### src/inc/cfg_pkg.sv
// Constants, types and decode functions for the link configuration bank.
// Assumes one 25 MHz clock and a register port driven by the frame decoder.
package cfg_pkg;

   // ------------------------------------------------------------
   // Register offsets and writable masks
   // ------------------------------------------------------------
   localparam logic [7:0] MAP_GH_OFS    = 8'h83;
   localparam logic [7:0] LINK_CFG_OFS  = 8'h84;
   localparam logic [7:0] ADDR_CFG_OFS  = 8'h85;
   localparam logic [7:0] MAP_GH_MASK   = 8'h77;
   localparam logic [7:0] LINK_CFG_MASK = 8'hff;
   localparam logic [7:0] ADDR_CFG_MASK = 8'h1f;
   localparam logic [7:0] CFG_RST       = 8'h00;

   // ------------------------------------------------------------
   // Field positions
   // ------------------------------------------------------------
   localparam int MAP_H_LSB = 4;
   localparam int MAP_G_LSB = 0;
   localparam int WDT_LSB   = 4;
   localparam int BWT_LSB   = 1;
   localparam int ACK_BIT   = 0;
   localparam int ASRC_BIT  = 4;
   localparam int DADDR_LSB = 0;

   // ------------------------------------------------------------
   // Timing
   // ------------------------------------------------------------
   localparam int unsigned CLK_PERIOD_NS = 40;
   localparam int unsigned NS_PER_US     = 1000;
   localparam int unsigned CYC_PER_US    = NS_PER_US / CLK_PERIOD_NS;
   localparam int          WD_CNT_W      = 19;
   localparam int          BWT_W         = 13;
   localparam logic [3:0]  WDT_OFF       = 4'h0;
   localparam logic [3:0]  WDT_ZERO_MIN  = 4'hc;

   typedef enum logic [1:0] {
      WD_OFF  = 2'b00,
      WD_RUN  = 2'b01,
      WD_TRIP = 2'b11
   } wd_state_e;

   typedef struct packed {
      logic [7:0] addr_cfg;
      logic [7:0] link_cfg;
      logic [7:0] map_gh;
   } cfg_image_s;

   typedef struct packed {
      logic [2:0] h;
      logic [2:0] g;
   } out_grp_s;

   // ------------------------------------------------------------
   // Decode functions
   // ------------------------------------------------------------
   // Timeout in microseconds; zero for disabled and for direct codes.
   function automatic logic [WD_CNT_W-1:0] wdt_us(input logic [3:0] code);
      logic [WD_CNT_W-1:0] t;
      t = '0;
      unique case (code)
         4'h1: t = 19'd200;
         4'h2: t = 19'd500;
         4'h3: t = 19'd1000;
         4'h4: t = 19'd2000;
         4'h5: t = 19'd5000;
         4'h6: t = 19'd10000;
         4'h7: t = 19'd20000;
         4'h8: t = 19'd50000;
         4'h9: t = 19'd100000;
         4'ha: t = 19'd200000;
         4'hb: t = 19'd500000;
         default: t = '0;
      endcase
      return t;
   endfunction : wdt_us

   function automatic logic [BWT_W-1:0] bwt_us(input logic [2:0] code);
      logic [BWT_W-1:0] t;
      t = '0;
      unique case (code)
         3'h0: t = 13'd1000;
         3'h1: t = 13'd125;
         3'h2: t = 13'd250;
         3'h3: t = 13'd500;
         3'h4: t = 13'd1250;
         3'h5: t = 13'd2500;
         3'h6: t = 13'd5000;
         3'h7: t = 13'd5000;
      endcase
      return t;
   endfunction : bwt_us

endpackage : cfg_pkg

### src/core/link_cfg_regs.sv
// Fail-safe mapping and serial-link configuration registers with the
// watchdog and output selection they steer.
// Assumes the frame decoder drives the register port on this clock and
// loads the nonvolatile image with one pulse after reset release.
`timescale 1ns/1ps
module link_cfg_regs
   import cfg_pkg::*;
#(
   parameter int unsigned US_CYCLES = CYC_PER_US
)
(
   // Clock and reset
   input  wire logic                I_SYS_CLK,
   input  wire logic                I_RST_B,
   // Register port from the frame decoder
   input  wire logic                i_reg_wr,
   input  wire logic                i_reg_rd,
   input  wire logic [7:0]          i_reg_addr,
   input  wire logic [7:0]          i_reg_wdata,
   output logic [7:0]               o_reg_rdata,
   output logic                     o_reg_rvalid,
   // Nonvolatile image load
   input  wire logic                i_nvm_load,
   input  wire cfg_image_s          i_nvm_image,
   output logic                     o_cfg_loaded,
   // Link events
   input  wire logic                i_frame_ok,
   input  wire logic                i_fs_exit,
   // Pins
   input  wire logic                i_failsafe_input_first,
   input  wire logic                i_failsafe_input_second,
   input  wire logic                i_address_strap_pin_two,
   input  wire logic                i_address_strap_pin_one,
   input  wire logic                i_address_strap_pin_zero,
   // Normal output drive
   input  wire out_grp_s            i_norm_drive,
   // Outputs
   output out_grp_s                 o_out_drive,
   output logic                     o_failsafe,
   output logic                     o_acknowledge_enable,
   output logic [BWT_W-1:0]         o_break_wait_time_us,
   output logic [3:0]               o_bus_address
);

   // ------------------------------------------------------------
   // Pin synchronisers
   // ------------------------------------------------------------
   // Three stages; a value is taken only once stages two and three
   // agree, which rejects a single-cycle glitch on the pins.
   logic [4:0] pin_raw;
   logic [4:0] sync1_reg, sync2_reg, sync3_reg;
   logic [4:0] pin_reg,   pin_next;

   assign pin_raw = {i_failsafe_input_second, i_failsafe_input_first,
                     i_address_strap_pin_two, i_address_strap_pin_one,
                     i_address_strap_pin_zero};

   always_comb
   begin
      pin_next = pin_reg;
      for (int i = 0; i < 5; i++)
         if (sync2_reg[i] == sync3_reg[i])
            pin_next[i] = sync3_reg[i];
   end

   always_ff @(posedge I_SYS_CLK or negedge I_RST_B)
   begin
      if (!I_RST_B)
      begin
         sync1_reg <= '0;
         sync2_reg <= '0;
         sync3_reg <= '0;
         pin_reg   <= '0;
      end
      else
      begin
         sync1_reg <= pin_raw;
         sync2_reg <= sync1_reg;
         sync3_reg <= sync2_reg;
         pin_reg   <= pin_next;
      end
   end

   logic       fs_in_first;
   logic       fs_in_second;
   logic [2:0] strap_addr;

   assign fs_in_second = pin_reg[4];
   assign fs_in_first  = pin_reg[3];
   assign strap_addr   = pin_reg[2:0];

   // ------------------------------------------------------------
   // Configuration registers
   // ------------------------------------------------------------
   logic [7:0] map_reg,    map_next;
   logic [7:0] link_reg,   link_next;
   logic [7:0] addr_reg,   addr_next;
   logic       loaded_reg, loaded_next;
   logic [7:0] rdata_reg,  rdata_next;
   logic       rvalid_reg, rvalid_next;

   always_comb
   begin
      map_next    = map_reg;
      link_next   = link_reg;
      addr_next   = addr_reg;
      loaded_next = loaded_reg;
      if (i_nvm_load)
      begin
         map_next    = i_nvm_image.map_gh   & MAP_GH_MASK;
         link_next   = i_nvm_image.link_cfg & LINK_CFG_MASK;
         addr_next   = i_nvm_image.addr_cfg & ADDR_CFG_MASK;
         loaded_next = 1'b1;
      end
      else if (i_reg_wr)
      begin
         unique case (i_reg_addr)
            MAP_GH_OFS:   map_next  = i_reg_wdata & MAP_GH_MASK;
            LINK_CFG_OFS: link_next = i_reg_wdata & LINK_CFG_MASK;
            ADDR_CFG_OFS: addr_next = i_reg_wdata & ADDR_CFG_MASK;
            default:      map_next  = map_reg;
         endcase
      end
   end

   // Unmapped reads return zero so the decoder can answer every address.
   always_comb
   begin
      rvalid_next = i_reg_rd;
      rdata_next  = 8'h00;
      if (i_reg_rd)
      begin
         unique case (i_reg_addr)
            MAP_GH_OFS:   rdata_next = map_reg;
            LINK_CFG_OFS: rdata_next = link_reg;
            ADDR_CFG_OFS: rdata_next = addr_reg;
            default:      rdata_next = 8'h00;
         endcase
      end
   end

   always_ff @(posedge I_SYS_CLK or negedge I_RST_B)
   begin
      if (!I_RST_B)
      begin
         map_reg    <= CFG_RST;
         link_reg   <= CFG_RST;
         addr_reg   <= CFG_RST;
         loaded_reg <= 1'b0;
         rdata_reg  <= 8'h00;
         rvalid_reg <= 1'b0;
      end
      else
      begin
         map_reg    <= map_next;
         link_reg   <= link_next;
         addr_reg   <= addr_next;
         loaded_reg <= loaded_next;
         rdata_reg  <= rdata_next;
         rvalid_reg <= rvalid_next;
      end
   end

   logic [3:0] wdt_code;
   logic [2:0] bwt_code;
   logic [2:0] map_h;
   logic [2:0] map_g;

   assign wdt_code = link_reg[WDT_LSB +: 4];
   assign bwt_code = link_reg[BWT_LSB +: 3];
   assign map_h    = map_reg[MAP_H_LSB +: 3];
   assign map_g    = map_reg[MAP_G_LSB +: 3];

   // ------------------------------------------------------------
   // Microsecond divider and watchdog
   // ------------------------------------------------------------
   logic [15:0] div_reg,  div_next;
   logic        tick_reg, tick_next;
   logic        wd_trip;
   logic        wd_run;

   // Watchdog stays quiet until the image is in, so reset zeros in the
   // timing register cannot be mistaken for a real configuration.
   assign wd_run = loaded_reg;

   always_comb
   begin
      tick_next = 1'b0;
      div_next  = div_reg + 16'd1;
      if (div_reg >= 16'(US_CYCLES - 1))
      begin
         div_next  = '0;
         tick_next = 1'b1;
      end
   end

   always_ff @(posedge I_SYS_CLK or negedge I_RST_B)
   begin
      if (!I_RST_B)
      begin
         div_reg  <= '0;
         tick_reg <= 1'b0;
      end
      else
      begin
         div_reg  <= div_next;
         tick_reg <= tick_next;
      end
   end

   link_watchdog u_watchdog (
      .i_sys_clk  (I_SYS_CLK),
      .i_rst_b    (I_RST_B),
      .i_us_tick  (tick_reg),
      .i_frame_ok (i_frame_ok),
      .i_code     (wd_run ? wdt_code : WDT_OFF),
      .o_trip     (wd_trip),
      .o_count    ()
   );

   // ------------------------------------------------------------
   // Fail-safe state and outputs
   // ------------------------------------------------------------
   logic             fs_reg,    fs_next;
   out_grp_s         drive_reg, drive_next;
   logic             ack_reg,   ack_next;
   logic [BWT_W-1:0] bwt_reg,   bwt_next;
   logic [3:0]       badr_reg,  badr_next;

   // A trip in the same cycle as an exit request keeps fail-safe set.
   assign fs_next = wd_trip | (fs_reg & ~i_fs_exit);

   always_comb
   begin
      drive_next = i_norm_drive;
      if (fs_reg)
         for (int i = 0; i < 3; i++)
         begin
            drive_next.h[i] = map_h[i] ? fs_in_second : fs_in_first;
            drive_next.g[i] = map_g[i] ? fs_in_second : fs_in_first;
         end
      ack_next  = link_reg[ACK_BIT];
      bwt_next  = bwt_us(bwt_code);
      badr_next = addr_reg[ASRC_BIT] ? addr_reg[DADDR_LSB +: 4]
                                     : {1'b0, strap_addr};
   end

   always_ff @(posedge I_SYS_CLK or negedge I_RST_B)
   begin
      if (!I_RST_B)
      begin
         fs_reg    <= 1'b0;
         drive_reg <= '0;
         ack_reg   <= 1'b0;
         bwt_reg   <= '0;
         badr_reg  <= 4'h0;
      end
      else
      begin
         fs_reg    <= fs_next;
         drive_reg <= drive_next;
         ack_reg   <= ack_next;
         bwt_reg   <= bwt_next;
         badr_reg  <= badr_next;
      end
   end

   assign o_reg_rdata          = rdata_reg;
   assign o_reg_rvalid         = rvalid_reg;
   assign o_cfg_loaded         = loaded_reg;
   assign o_out_drive          = drive_reg;
   assign o_failsafe           = fs_reg;
   assign o_acknowledge_enable = ack_reg;
   assign o_break_wait_time_us = bwt_reg;
   assign o_bus_address        = badr_reg;
endmodule : link_cfg_regs

### src/core/link_watchdog.sv
// Communication watchdog counting microsecond ticks between valid frames.
// Assumes a one-cycle microsecond enable and a one-cycle frame pulse.
`timescale 1ns/1ps
module link_watchdog
   import cfg_pkg::*;
(
   // Clock and reset
   input  wire logic                i_sys_clk,
   input  wire logic                i_rst_b,
   // Timing and events
   input  wire logic                i_us_tick,
   input  wire logic                i_frame_ok,
   input  wire logic [3:0]          i_code,
   // Status
   output logic                     o_trip,
   output logic [WD_CNT_W-1:0]      o_count
);

   wd_state_e           state_reg,  state_next;
   logic [WD_CNT_W-1:0] cnt_reg,    cnt_next;
   logic [WD_CNT_W-1:0] limit;
   logic                direct;

   assign limit = wdt_us(i_code);
   assign direct = (i_code >= WDT_ZERO_MIN);

   always_comb
   begin
      state_next = state_reg;
      cnt_next   = cnt_reg;
      if (i_code == WDT_OFF)
      begin
         state_next = WD_OFF;
         cnt_next   = '0;
      end
      else if (direct)
      begin
         state_next = WD_TRIP;
         cnt_next   = '0;
      end
      else
      begin
         unique case (state_reg)
            WD_OFF:
            begin
               state_next = WD_RUN;
               cnt_next   = '0;
            end
            WD_RUN:
               if (i_frame_ok)
                  cnt_next = '0;
               else if (i_us_tick)
               begin
                  if (cnt_reg + 19'd1 >= limit)
                     state_next = WD_TRIP;
                  cnt_next = cnt_reg + 19'd1;
               end
            WD_TRIP:
               if (i_frame_ok)
               begin
                  state_next = WD_RUN;
                  cnt_next   = '0;
               end
            default:
               state_next = WD_OFF;
         endcase
      end
   end

   always_ff @(posedge i_sys_clk or negedge i_rst_b)
   begin
      if (!i_rst_b)
      begin
         state_reg <= WD_OFF;
         cnt_reg   <= '0;
      end
      else
      begin
         state_reg <= state_next;
         cnt_reg   <= cnt_next;
      end
   end

   assign o_trip  = (state_reg == WD_TRIP);
   assign o_count = cnt_reg;
endmodule : link_watchdog

### config.mk
export PLATFORM = sky130hd
export DESIGN_NAME = link_cfg_regs
export DESIGN_NICKNAME = d
export VERILOG_FILES = /design/src/inc/cfg_pkg.sv /design/src/core/link_cfg_regs.sv /design/src/core/link_watchdog.sv
export SDC_FILE = /design/constraint.sdc
export NUM_CORES = 1
export LEC_CHECK = 0
export BUFFER_PORTS_ARGS = -buffer_cell sky130_fd_sc_hd__buf_2
export CORE_ASPECT_RATIO = 2
export CORE_MARGIN = 2
export CORE_UTILIZATION = 51
export CTS_BUF_LIST = sky130_fd_sc_hd__clkbuf_16
export CTS_CLUSTER_SIZE = 12
export DETAILED_ROUTE_END_ITERATION = 12
export PLACE_DENSITY = 0.76
export REMOVE_ABC_BUFFERS = 1
export SYNTH_ARGS = -nofsm -noshare
export SYNTH_HDL_FRONTEND = slang
export SYNTH_SLANG_ARGS = --single-unit
### constraint.sdc
create_clock -name I_SYS_CLK -period 2.3 [get_ports I_SYS_CLK]
set_input_delay 0.345 -clock I_SYS_CLK [delete_from_list [all_inputs] [get_ports I_SYS_CLK]]
set_output_delay 0.345 -clock I_SYS_CLK [all_outputs]
set_load 0.02 [all_outputs]
==> metrics.txt, run 1 <==
total global routing overflow=0; Vias/cell=5.56; PortBufs=87; DP HPWL=10200 um; Synth top area share=51.6%; Core Area=10400 um2; Seq cells post-synth=112; ys async rst share=100%; relative slew slack=61.9%; pre-CTS setup slack=-258 ps; top area cells in the synthesized netlist=dfrtp_1 (52%), ha_1 (7.4%), mux2i_1 (5.0%); number of global-route vias before repair=4494; Cell Rows=53; WHS=-15.2 ps; 1st-pass router iterations=6; Longest Clk Path Bufs=2; final period utilization=107%; CP Cell Sequence=nand3_1 > nor3_4 > buf_4 > nand4_1 > xnor2_1 > ha_1 > a21o_1 > a21o_1 > a21oi_2 > o31a_1 > o21ai_1; P&R area growth vs syn=25.5%; share of cells above drive strength 1=29.4%; Clock Sinks=112; hold buffer count at cts=0; status=finished, violations left; endpoints failing setup=1; num ports=93; Max Slew Vio Count=0; worst endpoint required time=2530 ps; synthesis warning total=0; total power=4.57 mW; initial antenna violation count=0; CP startpoint kind=flip-flop; EDFF count, synth=0; final WL=13600 um; CTS Buf Count=9; Netlist cell types=56; synthesized area per cell=10.6 um2; most frequent cells in the layout=dfrtp_1 (112), buf_2 (86), buf_4 (66); slowest CP cell=dfrtp_1; PwrDens=671 nW/um2; Yosys top cell by area=dfrtp_1; Final ANT Viol Nets=0; CP peak stage delay=410 ps; crit path max fanout=9; pin count of the biggest net entering global routing=44; WS Path Type=reg -> reg; worst min-delay path category=in -> async; GRT Total Usage=24.6%; Starting DRT DRC Count=375; RSZ-0062 raised after global routing=true; Most used DFF post-synth=dfrtp_1; DR WL/cell=17.0 um; # nets final=753; Crit path arrival time=2700 ps; Mapped Cells=512; Die Width=76.9 um; TritonCTS clock tree=built; DRC=0; Reg clk slew, reported paths=70 ps; violations in the final reports=negative hold slack, negative setup slack; die area=11500 um2; synthesized area=5430 um2; Crit path top cell by count=a21o_1; placed cell areas=6400 um2; H-tree depth=3; max frequency=406 MHz; Seq/Total Area, Yosys=51.6%; Worst Tran Pin Value=571 ps; clock skew=8.69 ps; routability congestion estimate=1.06; Die Span Y=150 um; setup slack after layout=-166 ps; first-pass GRT wire length=22000 um; commonest non-fill, non-tap cell in the layout=dfrtp_1; Final Hold Viols=14; P_leak=3.42 nW; max FFs per register=19; peak supply drop=533 uV; Finished Cell Area=6810 um2; time the worst path needs with I/O delays and setup=2470 ps; ant diodes=0; total vias in the final route=4470; Worst-Skew Late Latency=350 ps; Starting Density=52.1%; number of max-cap violations=0; endpoint class of the critical path=flip-flop; root buffer cell=clkbuf_16
## worst paths after layout
kind / to / cells past startpoint / slack, ps / startpoint
setup / recovery: u_watchdog.state_reg[1] / 11 / -170 / u_watchdog.o_count[2]
max in group asynchronous: sync3_reg[1] / 2 / 1530 / I_RST_B
hold reg to reg: sync2_reg[4] / 0 / 350 / sync1_reg[4]
setup reg to reg: u_watchdog.state_reg[1] / 11 / -170 / u_watchdog.o_count[2]
min in group I_SYS_CLK: sync1_reg[3] / 1 / 90 / i_failsafe_input_first
hold / removal: o_break_wait_time_us[12] / 1 / -20 / I_RST_B
## cells by family (layout without fill, tap and decap cells)
family,after synthesis,in the layout,synth area share (%)
AOI/OAI and AO/OA,118,118,14.1
xor gates and xnor gates,20,20,3.23
adders and majority gates,38,38,8.48
buffers and inverters,43,188,3.46
DFF,112,112,51.6
muxes,30,30,5.60
other,1,11,0.0691
and+or+nand+nor,150,150,13.4
## power breakdown
| part | total [mW] | internal [mW] | switching (mW) |
|---|---|---|---|
| Combinational | 0.872 | 0.356 | 0.515 |
| Clock | 1.46 | 0.739 | 0.724 |
| Sequential | 2.23 | 2.12 | 0.115 |
## synthesized netlist by cell type (all sizes together), types with 3 or more instances
master  count
a21oi      20
nor4        3
maj3        6
or3         3
a22oi       5
mux2        3
nor2       38
a21o        5
and4        5
buf        11
o21ai      46
nand2      53
and2        3
o31ai       8
o22ai       4
a31oi       3
mux2i      27
xor2        6
inv        20
a22o       10
nand3      17
nand2b      3
nor2b       8
nor3        3
clkbuf     12
ha         32
nand4       8
dfrtp     112
xnor2      14
## worst max-delay path: cells and delay by family (launching register included)
family | cells | cell delay, ps
AOI/OAI and AO/OA | 5 | 700
and+or+nand+nor | 3 | 630
xor gates and xnor gates | 1 | 180
buffers and inverters | 1 | 230
adders and majority gates | 1 | 210
DFF | 1 | 410
## per-layer routing
metal / part of all wire, % / track usage, % / vias to the layer above
met5: 0 / 0 / -
met4: 5.3 / 14.1 / 0
met2: 55 / 45.4 / 197
li1: - / - / 2097
met3: 5.0 / 4.46 / 50
met1: 34 / 25.9 / 2126
## metrics by stage
step                      cells  hold WS (ps)  util [%]  TNS (ps)
after floorplan             499          49.4         -      -960
after global placement      780           332      61.5      -233
final                       804         -15.2      65.4      -166
after global routing        804          26.3      65.4      -282
after detailed placement    780           338      61.5      -258
after CTS                   800          8.07      64.9      -174
## repair_timing
| action | CTS | global route |
|---|---|---|
| pin swaps | 13 | 12 |
| endpoints found under the setup margin | 1 | 1 |
| gates resized for setup | 17 | 5 |
| buffers inserted | 6 | 4 |
| endpoints found under the hold margin | 0 | 0 |
## layout make-up
class	count	area, um2
Fill cell	828	3600
Sequential cell	112	2800
Multi-Input combinational cell	367	2540
Timing Repair Buffer	153	946
Clock buffer	9	225
Tap cell	137	171
Inverter	20	75.1
Clock inverter	6	46.3
Power figures use the tool's default switching activity.
==> run 2: changes to the inputs <==
--- a/config.mk
+++ b/config.mk
@@ -5,7 +5,7 @@
 export SDC_FILE = /design/constraint.sdc
 export NUM_CORES = 1
 export LEC_CHECK = 0
-export BUFFER_PORTS_ARGS = -buffer_cell sky130_fd_sc_hd__buf_2
+export BUFFER_PORTS_ARGS = -buffer_cell sky130_fd_sc_hd__buf_4
 export CORE_ASPECT_RATIO = 2
 export CORE_MARGIN = 2
 export CORE_UTILIZATION = 51
==> run 2 against run 1 <==
Effect of this change:
- the flow finishes with violations (negative setup slack)
- sequential power barely moved
- first-iteration DRC count fell by 41%
- sequential share of layout area down 1.6 points
- clock skew about the same
- sequential cell count is the same
==> metrics.txt, run 2 (synthesized netlist as in run 1, its figures left out) <==
initial antenna violation count=0 (unchanged); share of cells above drive strength 1=29.5% (was 29.4%); Clock Sinks=112 (unchanged); num ports=93 (unchanged); Final ANT Viol Nets=0 (unchanged); 1st-pass router iterations=4 (was 6); commonest non-fill, non-tap cell in the layout=buf_4 (was dfrtp_1); CP startpoint=u_watchdog.o_count[1] (was u_watchdog.o_count[2]); Reg clk slew, reported paths=80 ps (was 70 ps); CP startpoint kind=flip-flop (unchanged); first-pass GRT wire length=22400 um (was 22000 um); total global routing overflow=0 (unchanged); pin count of the biggest net entering global routing=45 (was 44); # fillers=805 (was 828); worst endpoint required time=2540 ps (was 2530 ps); die area=11500 um2 (unchanged); routability congestion estimate=0.930 (was 1.06); Longest Clk Path Bufs=2 (unchanged); number of max-cap violations=0 (unchanged); # nets final=760 (was 753); DRC=0 (unchanged); final period utilization=111% (was 107%); reg2reg setup slack=-260 ps (was -170 ps); ant diodes=0 (unchanged); CP peak stage delay=360 ps (was 410 ps); placed cell areas=6670 um2 (was 6400 um2); Finished Cell Area=7090 um2 (was 6810 um2); HP Start=i_failsafe_input_first; endpoint class of the critical path=flip-flop (unchanged); Starting Density=52.1% (unchanged); DP HPWL=10600 um (was 10200 um); Max Slew Vio Count=0 (unchanged); worst r2r src=u_watchdog.o_count[1] (was u_watchdog.o_count[2]); PwrDens=663 nW/um2 (was 671 nW/um2); setup slack after layout=-259 ps (was -166 ps); Crit path arrival time=2800 ps (was 2700 ps); max FFs per register=19 (unchanged); post-route insts no fill=812 (was 804); power share of the combinational group=20.1% (was 19.1%); fin util=68.1% (was 65.4%); endpoints failing setup=1 (unchanged); relative slew slack=64.4% (was 61.9%); GRT Total Usage=25.2% (was 24.6%); Worst-Skew Late Latency=360 ps (was 350 ps); CTS Buf Count=9 (unchanged); root buffer cell=clkbuf_16 (unchanged); DR WL/cell=17.1 um (was 17.0 um); Die Width=76.9 um (unchanged); total vias in the final route=4375 (was 4470); hold depth=1; P_leak=3.53 nW (was 3.42 nW); register share of total power=47.6% (was 48.9%); Register-to-Register Path Depth=12 (was 11); Final Hold Viols=0 (was 14); WS Path Type=reg -> reg (unchanged); most frequent cells in the layout=buf_4 (158), dfrtp_1 (112), nand2_1 (51) (was dfrtp_1 (112), buf_2 (86), buf_4 (66)); number of global-route vias before repair=4650 (was 4494); slowest CP cell=dfrtp_1 (unchanged); status=finished, violations left (unchanged); Vias/cell=5.39 (was 5.56); TritonCTS clock tree=built (unchanged); clock share of power=32.2% (was 32.0%); Core Area=10400 um2 (unchanged); internal power=3.30 mW (was 3.21 mW); clock skew=9.04 ps (was 8.69 ps); Cell Rows=53 (unchanged); Die Span Y=150 um (unchanged); PortBufs=87 (unchanged); DP Cell Count=787 (was 780); crit path max fanout=2 (was 9); Crit path top cell by count=buf_4 (was a21o_1); final WL=13900 um (was 13600 um); worst min-delay path category=in -> reg (was in -> async); CP Cell Sequence=ha_2 > nand4_1 > buf_4 > buf_4 > nor2_2 > xor2_1 > ha_1 > and3_1 > a221oi_2 > buf_4 > o31a_1 > o21ai_1 (was nand3_1 > nor3_4 > buf_4 > nand4_1 > xnor2_1 > ha_1 > a21o_1 > a21o_1 > a21oi_2 > o31a_1 > o21ai_1); peak supply drop=517 uV (was 533 uV); Net Switching=1.39 mW (was 1.35 mW); H-tree depth=3 (unchanged); Starting DRT DRC Count=223 (was 375); RSZ-0062 raised after global routing=true (unchanged); violations in the final reports=negative setup slack (was negative hold slack, negative setup slack); P&R area growth vs syn=30.6% (was 25.5%); time the worst path needs with I/O delays and setup=2560 ps (was 2470 ps); max frequency=391 MHz (was 406 MHz); Worst Tran Pin Value=534 ps (was 571 ps); Switching Fraction=29.7% (about the same)
[run 2: cell count changes in the layout (fill, tap and decap cells not counted), moves of 2 or more]
cell,previous run,this run
buf_2,86,0
buf_4,66,158
ha_1,29,31
ha_2,3,1
[run 2: critical path, delay by kind of cell (launching register included)]
| family | cells | cell delay, ps |
|---|---|---|
| simple gates | 3 | 440 |
| buf+inv | 3 | 490 |
| compound gates | 3 | 440 |
| flops | 1 | 360 |
| xor+xnor | 1 | 240 |
| fa+ha+maj | 2 | 490 |
[run 2: routing by layer]
metal  vias to the layer above  global-route usage [%]  share of wire [%]
met4                         0                    13.9                4.1
met1                      2128                    26.0                 36
met5                         -                       0                  0
met2                       104                    47.4                 57
li1                       2110                       -                  -
met3                        33                    4.46                3.1
[run 2: path summary, 6_finish.rpt]
check                                     endpoint
setup / recovery           u_watchdog.state_reg[1]
hold / removal                        sync1_reg[3]
setup reg to reg           u_watchdog.state_reg[1]
hold reg to reg                       sync2_reg[4]
max in group asynchronous           o_out_drive[0]
min in group asynchronous    u_watchdog.o_count[0]
[run 2: layout make-up]
type                       instances  area, um2  share of cell area [%]
sequential                       112       2800                    39.5
multi-input combinational        367       2540                    35.9
timing repair buffer             160       1220                    17.2
clock buffer                       9        225                    3.18
tap                              137        171                    2.42
inverter                          20       75.1                    1.06
clock inverter                     7       55.1                   0.777
[run 2: metrics by stage]
step	setup TNS, ps	hold WS, ps	worst slack [ps]	power, mW
global placement	-364	299	-364	3.15
floorplan	-960	49.4	-367	2.70
finish	-259	93.3	-259	4.70
CTS	-336	88.5	-336	4.70
global route	-387	77.4	-387	4.92
detailed placement	-420	311	-420	3.18
[run 2: what timing repair did]
item,CTS,global route
gates resized for setup,9,6
setup endpoints to repair,1,2
hold buffers,1,0
pin swaps,8,4
endpoints found under the hold margin,28,0
buffers inserted,5,3
cloned,0,0
[run 2: power groups by stage]
stage	sequential, mW	clock (mW)	combinational [mW]
after global routing	2.26	1.63	1.03
after floorplan	2.35	0	0.349
after detailed placement	2.27	0	0.910
after CTS	2.24	1.53	0.932
after global placement	2.27	0	0.885
final	2.24	1.51	0.947
==> run 3: changes to the inputs <==
--- a/config.mk
+++ b/config.mk
@@ -5,6 +5,7 @@
 export SDC_FILE = /design/constraint.sdc
 export NUM_CORES = 1
 export LEC_CHECK = 0
+export ABC_AREA = 1
 export BUFFER_PORTS_ARGS = -buffer_cell sky130_fd_sc_hd__buf_4
 export CORE_ASPECT_RATIO = 2
 export CORE_MARGIN = 2
==> run 3 against run 2 <==
Effect of this change:
- the run ends with negative hold slack, negative setup slack left
- clock-buffer cell count is the same
- critical path depth is 4 higher
- non-clock buffer count fell by 27
- critical path type unchanged
- largest power group unchanged
==> metrics.txt, run 3 <==
count leader, synth=nand2_1 (was dfrtp_1); DP Cell Count=871 (was 787); max FFs per register=19 (unchanged); placed cell areas=6580 um2 (was 6670 um2); relative slew slack=62.3% (was 64.4%); violations in the final reports=negative hold slack, negative setup slack (was negative setup slack); crit path to=u_watchdog.state_reg[1] (unchanged); CTS Buf Count=9 (unchanged); initial antenna violation count=0 (unchanged); Clock Sinks=112 (unchanged); pin count of the biggest net entering global routing=48 (was 45); Die Span Y=150 um (about the same); WHS=-9.02 ps (was 93.3 ps); Seq/Total Area, Yosys=51.6% (about the same); number of global-route vias before repair=4745 (was 4650); Most used DFF post-synth=dfrtp_1 (unchanged); DP HPWL=10200 um (was 10600 um); clock skew=8.42 ps (was 9.04 ps); Commonest cells post-synth=nand2_1 (153), dfrtp_1 (112), inv_1 (70) (was dfrtp_1 (112), nand2_1 (52), o21ai_0 (44)); ant diodes=0 (unchanged); most frequent cells in the layout=nand2_1 (150), buf_4 (132), dfrtp_1 (112) (was buf_4 (158), dfrtp_1 (112), nand2_1 (51)); Crit path top cell by count=nand2_1 (was buf_4); GRT Total Usage=23.7% (was 25.2%); endpoint class of the critical path=flip-flop (unchanged); first-pass GRT wire length=21600 um (was 22400 um); total vias in the final route=4617 (was 4375); root buffer cell=clkbuf_16 (unchanged); slowest CP cell=dfrtp_1 (unchanged); crit path max fanout=4 (was 2); synthesis warning total=0 (unchanged); DRC=0 (unchanged); num ports=93 (unchanged); routability congestion estimate=0.972 (was 0.930); time the worst path needs with I/O delays and setup=2560 ps (about the same); worst reg2reg path endpoint=u_watchdog.state_reg[1] (unchanged); CP Depth=16 (was 12); Vias/cell=5.18 (was 5.39); worst r2r src=u_watchdog.o_count[0] (was u_watchdog.o_count[1]); synthesized area=5430 um2 (about the same); EDFF count, synth=0 (unchanged); Core Area=10500 um2 (was 10400 um2); final WL=12900 um (was 13900 um); PortBufs=87 (unchanged); Starting Density=51.9% (was 52.1%); PwrDens=694 nW/um2 (was 663 nW/um2); endpoints failing setup=1 (unchanged); Longest Clk Path Bufs=2 (unchanged); Reg clk slew, reported paths=80 ps (about the same); max frequency=391 MHz (about the same); buffers and inverters on the worst path=0 (was 3); 1st-pass router iterations=6 (was 4); commonest non-fill, non-tap cell in the layout=nand2_1 (was buf_4); peak supply drop=597 uV (was 517 uV); Yosys top cell by area=dfrtp_1 (unchanged); TritonCTS clock tree=built (unchanged); Max Slew Vio Count=0 (unchanged); setup slack after layout=-257 ps (was -259 ps); hold buffer count at cts=0 (was 1); Starting DRT DRC Count=241 (was 223); Final ANT Viol Nets=0 (unchanged); Synth top area share=51.6% (about the same); # nets final=839 (was 760); Mapped Cells=605 (was 512); die area=11500 um2 (about the same); post-route insts no fill=891 (was 812); DR WL/cell=14.5 um (was 17.1 um); P_leak=3.55 nW (was 3.53 nW); CP startpoint kind=flip-flop (unchanged); Netlist cell types=42 (was 56); Worst Tran Pin Value=566 ps (was 534 ps); top area cells in the synthesized netlist=dfrtp_1 (52%), nand2_1 (11%), ha_1 (7.4%) (was dfrtp_1 (52%), ha_1 (7.4%), mux2i_1 (5.0%)); family with the most delay on the worst path=simple AND/OR/NAND/NOR gates (was adder cells); reg2reg setup slack=-260 ps (about the same); Final Hold Viols=14 (was 0); P&R area growth vs syn=27.9% (was 30.6%); CP peak stage delay=360 ps (about the same); worst min-delay path category=in -> async (was in -> reg); CP Cell Sequence=ha_2 > nand3_4 > nor2_4 > nand4_1 > nor2_2 > xor2_2 > ha_1 > a21o_1 > nor2_1 > nand2_1 > nor2_1 > nand2_1 > nand2_1 > nand2_1 > nand2_1 > nand2_1 (was ha_2 > nand4_1 > buf_4 > buf_4 > nor2_2 > xor2_1 > ha_1 > and3_1 > a221oi_2 > buf_4 > o31a_1 > o21ai_1); share of cells above drive strength 1=24.9% (was 29.5%); number of max-cap violations=0 (unchanged); worst endpoint required time=2540 ps (about the same); total global routing overflow=0 (unchanged); Die Width=77.0 um (was 76.9 um); Crit path arrival time=2790 ps (was 2800 ps); Cell Rows=53 (unchanged); Finished Cell Area=6950 um2 (was 7090 um2); ys async rst share=100% (unchanged); Worst-Skew Late Latency=350 ps (was 360 ps); RSZ-0062 raised after global routing=true (unchanged); synthesized area per cell=8.98 um2 (was 10.6 um2); Seq cells post-synth=112 (unchanged); H-tree depth=3 (unchanged); CP startpoint=u_watchdog.o_count[0] (was u_watchdog.o_count[1]); final period utilization=111% (about the same); Register-to-Register Path Depth=16 (was 12); WS Path Type=reg -> reg (unchanged); status=finished, violations left (unchanged)
run 3: cell count changes in the layout (fill, tap and decap cells not counted), moves of 15 or more:
| cell | change |
|---|---|
| buf_4 | -26 |
| inv_1 | +49 |
| mux2i_1 | -27 |
| nand2_1 | +99 |
| nand3_1 | +17 |
| nor2_1 | +15 |
| o211ai_1 | +19 |
| o21ai_0 | -25 |
run 3: power breakdown:
| group | total, mW | switching [mW] | internal (mW) | leakage (nW) |
|---|---|---|---|---|
| combinational | 1.05 | 0.626 | 0.428 | 2.02 |
| clock | 1.47 | 0.723 | 0.749 | 0.139 |
| sequential | 2.29 | 0.149 | 2.14 | 1.39 |
| total | 4.82 | 1.50 | 3.32 | 3.55 |
run 3: through the flow:
| step | utilization [%] | hold WS, ps | TNS, ps | worst slack, ps | power (mW) |
|---|---|---|---|---|---|
| 3_3_place_gp | 62.8 | 336 | -250 | -250 | 3.34 |
| 2_1_floorplan | - | 49.4 | -10.0 | -10.0 | 2.85 |
| 6_report | 66.3 | -9.02 | -257 | -257 | 4.82 |
| 3_5_place_dp | 62.8 | 339 | -349 | -349 | 3.38 |
| 4_1_cts | 65.6 | 9.08 | -255 | -255 | 4.86 |
| 5_1_grt | 66.3 | 34.7 | -417 | -417 | 5.06 |
run 3: final cells by class:
type                       count  area, um2
tap                          137        171
inverter                      74        280
multi-input combinational    419       2400
clock inverter                 7       55.1
fill                         918       3530
sequential                   112       2800
timing repair buffer         133       1010
clock buffer                   9        225
run 3: logic make-up after synthesis:
| kind of cell | after synthesis | share of synthesized area [%] |
|---|---|---|
| AND/OR/NAND/NOR | 272 | 21.9 |
| flip-flops | 112 | 51.6 |
| buffers and inverters | 84 | 6.03 |
| XOR/XNOR | 12 | 1.93 |
| adder cells (fa/ha/maj) | 37 | 8.29 |
| AO/OA/AOI/OAI | 84 | 9.51 |
| other | 1 | 0.0690 |
| multiplexers | 3 | 0.622 |
run 3: worst min path at each step:
stage | end | slack (ps) | from | cells past startpoint
3_5_place_dp | sync2_reg[3] | 340 | sync1_reg[3] | 0
2_1_floorplan | addr_reg[0] | 50 | I_RST_B | 0
4_1_cts | o_break_wait_time_us[12] | 9 | I_RST_B | 1
6_report | o_break_wait_time_us[12] | -9 | I_RST_B | 1
5_1_grt | o_break_wait_time_us[12] | 30 | I_RST_B | 1
3_3_place_gp | sync2_reg[4] | 340 | sync1_reg[4] | 0
run 3: metal layers:
layer / part of all wire (%) / global-route usage (%) / routed length, um / up-vias
met3: 2.9 / 2.90 / 368 / 46
met1: 35 / 24.6 / 4480 / 2219
met4: 4.7 / 13.8 / 608 / 0
met5: 0 / 0 / 0 / -
li1: - / - / - / 2240
met2: 58 / 45.1 / 7430 / 112
run 3: what timing repair did:
action,CTS,global route
buffers inserted,0,4
resized for setup,5,12
pin swaps,8,12
setup endpoints to repair,1,1
